==> src/logic/sad_pkg.sv <==
// Purpose: Constants for the system address decoder
// Assumes: 32-bit system bus address, 50 MHz system clock
// Notes:   Area and region codes, boot selection bit
package sad_pkg;
  localparam int          ADDR_W       = 32;
  localparam int          AREA_HI      = 31;
  localparam int          AREA_LO      = 28;
  localparam int          REGION_HI    = 27;
  localparam int          REGION_LO    = 20;
  localparam int          NUM_CS       = 8;
  localparam logic [3:0]  AREA_INT     = 4'h0;
  localparam logic [3:0]  AREA_EXT_LO  = 4'h1;
  localparam logic [3:0]  AREA_EXT_HI  = 4'h8;
  localparam logic [3:0]  AREA_PERIPH  = 4'hF;
  localparam logic [7:0]  REG_BOOT     = 8'h00;
  localparam logic [7:0]  REG_FLASH    = 8'h01;
  localparam logic [7:0]  REG_SRAM     = 8'h02;
  localparam logic [7:0]  REG_ROM      = 8'h03;
  localparam int          NVM_BOOT_BIT = 2;
  localparam logic        REMAP_RESET  = 1'b0;
  typedef enum logic [2:0] {
    SAD_TGT_NONE,
    SAD_TGT_FLASH,
    SAD_TGT_SRAM,
    SAD_TGT_ROM,
    SAD_TGT_EXT,
    SAD_TGT_PERIPH,
    SAD_TGT_ABORT
  } sad_target_e;
endpackage

==> src/logic/sad_area0_decode.sv <==
// Purpose: Second-level decode of area zero into 1-Mbyte regions
// Assumes: Combinational; caller registers the result
// Notes:   Regions above the fourth one report an abort
`timescale 1ns/1ps
`default_nettype none
module sad_area0_decode
(
  // Address and mode
  input  wire logic [7:0]           i_region,
  input  wire logic                 i_remap,
  input  wire logic                 i_boot_flash,
  // Result
  output var sad_pkg::sad_target_e  o_target
);
  // Boot alias follows remap first, then the boot bit
  wire sad_pkg::sad_target_e boot_tgt =
    i_remap      ? sad_pkg::SAD_TGT_SRAM :
    i_boot_flash ? sad_pkg::SAD_TGT_FLASH :
                   sad_pkg::SAD_TGT_ROM;

  // Fixed regions never move with remap
  assign o_target =
    (i_region == sad_pkg::REG_BOOT)  ? boot_tgt :
    (i_region == sad_pkg::REG_FLASH) ? sad_pkg::SAD_TGT_FLASH :
    (i_region == sad_pkg::REG_SRAM)  ? sad_pkg::SAD_TGT_SRAM :
    (i_region == sad_pkg::REG_ROM)   ? sad_pkg::SAD_TGT_ROM :
                                       sad_pkg::SAD_TGT_ABORT;
endmodule
`default_nettype wire

==> src/logic/sad_decoder.sv <==
// Purpose: First-level system address decoder
// Assumes: One access request per valid cycle, same clock as masters
// Notes:   Selects are registered, one cycle after the request
`timescale 1ns/1ps
`default_nettype none
module sad_decoder
(
  // Clock and reset
  input  wire logic                 i_clk,
  input  wire logic                 i_reset_n,
  // Access request from the system bus
  input  wire logic                 i_valid,
  input  wire logic [31:0]          i_addr,
  // Configuration
  input  wire logic                 i_remap_cmd,
  input  wire logic [2:0]           i_nonvolatile_config_bit,
  // Selects
  output logic                      o_flash_sel,
  output logic                      o_sram_sel,
  output logic                      o_rom_sel,
  output logic [7:0]                o_external_chip_select,
  output logic                      o_periph_sel,
  output logic                      o_abort,
  output logic                      o_remapped
);

  //////////////////////////////////////////////////////////////////////
  // Area decode
  wire logic [3:0] area = i_addr[sad_pkg::AREA_HI:sad_pkg::AREA_LO];
  wire logic [7:0] region =
    i_addr[sad_pkg::REGION_HI:sad_pkg::REGION_LO];
  wire logic       is_int = (area == sad_pkg::AREA_INT);
  wire logic       is_ext = (area >= sad_pkg::AREA_EXT_LO) &&
                            (area <= sad_pkg::AREA_EXT_HI);
  wire logic       is_per = (area == sad_pkg::AREA_PERIPH);
  wire logic [3:0] cs_idx = area - sad_pkg::AREA_EXT_LO;
  sad_pkg::sad_target_e int_tgt;

  logic remap_reg;
  logic boot_flash_reg;

  sad_area0_decode u_area0
  (
    .i_region     (region),
    .i_remap      (remap_reg),
    .i_boot_flash (boot_flash_reg),
    .o_target     (int_tgt)
  );

  // Next-value selects, gated by the request valid
  wire logic       flash_next = i_valid && is_int &&
                                (int_tgt == sad_pkg::SAD_TGT_FLASH);
  wire logic       sram_next  = i_valid && is_int &&
                                (int_tgt == sad_pkg::SAD_TGT_SRAM);
  wire logic       rom_next   = i_valid && is_int &&
                                (int_tgt == sad_pkg::SAD_TGT_ROM);
  wire logic [7:0] cs_next    = (i_valid && is_ext) ?
                                (8'h01 << cs_idx[2:0]) : 8'h00;
  wire logic       per_next   = i_valid && is_per;
  wire logic       abort_next = i_valid &&
    ((!is_int && !is_ext && !is_per) ||
     (is_int && int_tgt == sad_pkg::SAD_TGT_ABORT));

  //////////////////////////////////////////////////////////////////////
  // Remap latch; sticky until reset, as is the case for a remap command
  always_ff @(posedge i_clk or negedge i_reset_n)
  begin
    if (!i_reset_n)
      remap_reg <= sad_pkg::REMAP_RESET;
    else if (i_remap_cmd)
      remap_reg <= 1'b1;
  end

  // Boot bit is sampled on the first clock after release, a strap
  logic boot_taken_reg;
  always_ff @(posedge i_clk or negedge i_reset_n)
  begin
    if (!i_reset_n)
    begin
      boot_flash_reg <= 1'b0;
      boot_taken_reg <= 1'b0;
    end
    else if (!boot_taken_reg)
    begin
      boot_flash_reg <= i_nonvolatile_config_bit[sad_pkg::NVM_BOOT_BIT];
      boot_taken_reg <= 1'b1;
    end
  end

  //////////////////////////////////////////////////////////////////////
  // Registered selects
  always_ff @(posedge i_clk or negedge i_reset_n)
  begin
    if (!i_reset_n)
    begin
      o_flash_sel            <= 1'b0;
      o_sram_sel             <= 1'b0;
      o_rom_sel              <= 1'b0;
      o_external_chip_select <= 8'h00;
      o_periph_sel           <= 1'b0;
      o_abort                <= 1'b0;
    end
    else
    begin
      o_flash_sel            <= flash_next;
      o_sram_sel             <= sram_next;
      o_rom_sel              <= rom_next;
      o_external_chip_select <= cs_next;
      o_periph_sel           <= per_next;
      o_abort                <= abort_next;
    end
  end

  assign o_remapped = remap_reg;

  //////////////////////////////////////////////////////////////////////
  // Checks
  // Every select and the abort as one vector, for the answer checks
  wire logic [12:0] sel_vec = {o_flash_sel, o_sram_sel, o_rom_sel,
                               o_external_chip_select, o_periph_sel,
                               o_abort};
endmodule
`default_nettype wire

==> config.mk <==
export PLATFORM = sky130hd
export DESIGN_NAME = sad_decoder
export DESIGN_NICKNAME = d
export VERILOG_FILES = /design/src/logic/sad_pkg.sv /design/src/logic/sad_area0_decode.sv /design/src/logic/sad_decoder.sv
export SDC_FILE = /design/constraint.sdc
export NUM_CORES = 1
export LEC_CHECK = 0
export BUFFER_PORTS_ARGS = -buffer_cell sky130_fd_sc_hd__buf_2
export CAP_MARGIN = 25
export CORE_MARGIN = 2
export CORE_UTILIZATION = 36
export DETAILED_ROUTE_END_ITERATION = 8
export PLACE_DENSITY_LB_ADDON = 0.3
export SLEW_MARGIN = 5
export SYNTH_ARGS = -nofsm -noshare
export SYNTH_HDL_FRONTEND = slang
export SYNTH_SLANG_ARGS = --single-unit
==> constraint.sdc <==
create_clock -name i_clk -period 1.12 [get_ports i_clk]
set_input_delay 0 -clock i_clk [delete_from_list [all_inputs] [get_ports i_clk]]
set_output_delay 0 -clock i_clk [all_outputs]
set_load 0.1 [all_outputs]
==> qor.csv <==
metric,value,unit
setup violators final,0,
Seq pwr share,52.0,%
Crit. End Element,register,
Leakage,0.508,nW
largest reg by FF count,o_external_chip_select,
chip height,45.7,um
cell count after synthesis,52,
DIE AREA,0.00209,mm2
outcome,completed,
CTS tree,yes,
YS warnings,0,
Hold Crit Class,input pin to register,
fmax,950,MHz
grt ovf,0,
RSZ-0062 raised after global routing,no,
R2R Setup Slk,0.23,ns
number of port buffers,30,
share of the synthesized area in the top cell type,63.9,%
mapped cell area,627,um2
clock sink count,16,
"CTS clk-pin slew, worst paths",0.09,ns
Final Wtd Congestion,0.721,
H-tree levels,1,
vias in the first global route,452,
CP Max Fanout,6,
Psw,0.290,mW
Comb pwr share,16.2,%
CP Class,input pin to register,
Synth area leader,dfrtp_1,
Routed Wire Length,1160,um
synthesized flop and latch total,16,
Worst Path Required,1.31,ns
post-DP HPWL,876,um
"Core Util, Final",56.0,%
FF-to-FF End,o_rom_sel,
Final #Nets,134,
Area Growth Syn to Fin,50.9,%
# fillers,162,
chip width,45.7,um
syn nets,91,
clock tree buffer depth,2,
max cap viols,0,
FF-to-FF Start,o_remapped,
Pint,0.852,mW
Starting DRT DRC Count,2,
"Clk Latency, worst-skew pair",0.27,ns
Sw Ratio,25.4,%
first-pass GRT wire length,1920,um
overall power,1.14,mW
CP Launch Type,input pin,
share of layout cells above drive strength 1,47.9,%
drt pass-1 iters,3,
CTS buffer count,3,
number of flip-flops in the largest register,8,
Cell variety after synth,19,
setup TNS,0,ns
Cell Rows,15,
Clk pwr share,31.7,%
Synth area leaders,"dfrtp_1 (64%), nor2_1 (6.0%), nor4_4 (3.4%), nor3_2 (3.2%), nand2b_1 (3.0%)",
Crit. Startpoint,i_addr[29],
worst setup margin,0.0671,ns
syn avg cell area,12.1,um2
Tot GR Track Use,12.7,%
root buffer cell,clkbuf_4,
worst setup path endpoint,o_flash_sel,
Residual DRC,0,
ANT nets after route,0,
Final period util,94.0,%
post-synthesis sequential area ratio,63.9,%
io pins,53,
fin crit period,1.05,ns
Peak VDD IR,0.600,mV
Post-Place Worst Slack,0.246,ns
FF-to-FF path depth,3,
Core Region,0.00169,mm2
Max Slew Vio Count,0,
PwrDens,1210,mW/mm2
Ant. Diodes,0,
Initial Utilization,37.1,%
Final Hold Fails,0,
fraction of registers with async set/reset,100,%
DR vias/cell,4.67,
DR WL/cell,10.4,um
initial antenna violation count,0,
"EDFF count, synth",0,
Main synth FF type,dfrtp_1,
via count,518,
largest net degree at the start of global routing,17,
Clock Skews,0.000190,ns
Worst EP arrival,1.25,ns
[worst min-delay path by stage]
stage,cells after the start,startpoint,slack (ns),end
2_1_floorplan,0,i_reset_n,-0.30,boot_flash_reg
3_3_place_gp,1,i_reset_n,-0.08,o_flash_sel
3_5_place_dp,1,i_reset_n,-0.08,o_flash_sel
4_1_cts,3,i_addr[30],0.009,o_periph_sel
5_1_grt,3,i_addr[30],0.02,o_periph_sel
6_report,3,i_addr[30],0.02,o_periph_sel
[area by class of cell]
cell class | instances | area, um2 | share of cell area, %
sequential | 16 | 402 | 42.5
multi-input combinational | 35 | 243 | 25.7
timing repair buffer | 38 | 240 | 25.4
clock buffer | 4 | 36.3 | 3.84
tap | 17 | 21.3 | 2.25
inverter | 1 | 3.75 | 0.397
[metal layers]
metal | up-vias | global-route usage [%] | share of wire [%]
met4 | 0 | 8.00 | 1.5
li1 | 256 | - | -
met1 | 241 | 18.3 | 44
met2 | 19 | 17.7 | 48
met5 | - | 0 | 0
met3 | 2 | 1.98 | 6.4
[placed cells by master, fill, tap and decap left out, types with 2 or more instances in the layout]
cell           count
a21oi_1            2
and3_1             2
buf_2             28
clkbuf_4           4
dfrtp_1           15
dlygate4sd3_1      8
nand2_1            4
nand2b_1           3
nor2_1            10
nor3_2             4
[synth_stat cells (2+ instances only)]
| cell type | number |
|---|---|
| nor3_2 | 2 |
| nand2_1 | 4 |
| nand2b_1 | 3 |
| nor3_1 | 2 |
| a21oi_1 | 2 |
| nor2_1 | 10 |
| dfrtp_1 | 16 |
| and3_1 | 2 |
[power groups by stage]
stage | logic [mW] | clock network, mW | registers [mW]
2_1_floorplan | 0.0330 | 0 | 0.663
3_3_place_gp | 0.156 | 0 | 0.606
3_5_place_dp | 0.159 | 0 | 0.606
4_1_cts | 0.183 | 0.376 | 0.595
5_1_grt | 0.200 | 0.403 | 0.596
6_report | 0.185 | 0.363 | 0.595
[critical path, stage by stage]
cell and delay, ns:
dlygate4sd3_1 0.53, buf_2 0.17, nor3_4 0.23, nand4_4 0.14, nor3_2 0.18
[cell families after synthesis]
kind of cell	after synthesis	share of synthesized area, %
AOI/OAI and AO/OA	3	2.99
buffers and inverters	1	0.598
DFF	16	63.9
muxes	1	1.80
other	1	0.598
and+or+nand+nor	30	30.1
[timing repair]
item,in CTS,in global routing
hold buffers,9,0
endpoints found under the hold margin,23,0
setup buffers,0,0
endpoints found under the setup margin,0,6
gates resized for setup,0,6
[metrics by stage]
stage | instance area, um2 | hold WS [ns] | cells
after CTS | 926 | 0.00877 | 112
after floorplan | 628 | -0.296 | 52
after detailed placement | 800 | -0.0770 | 99
final | 946 | 0.0187 | 111
after global routing | 946 | 0.0223 | 111
after global placement | 800 | -0.0819 | 99
Power figures use the tool's default switching activity.
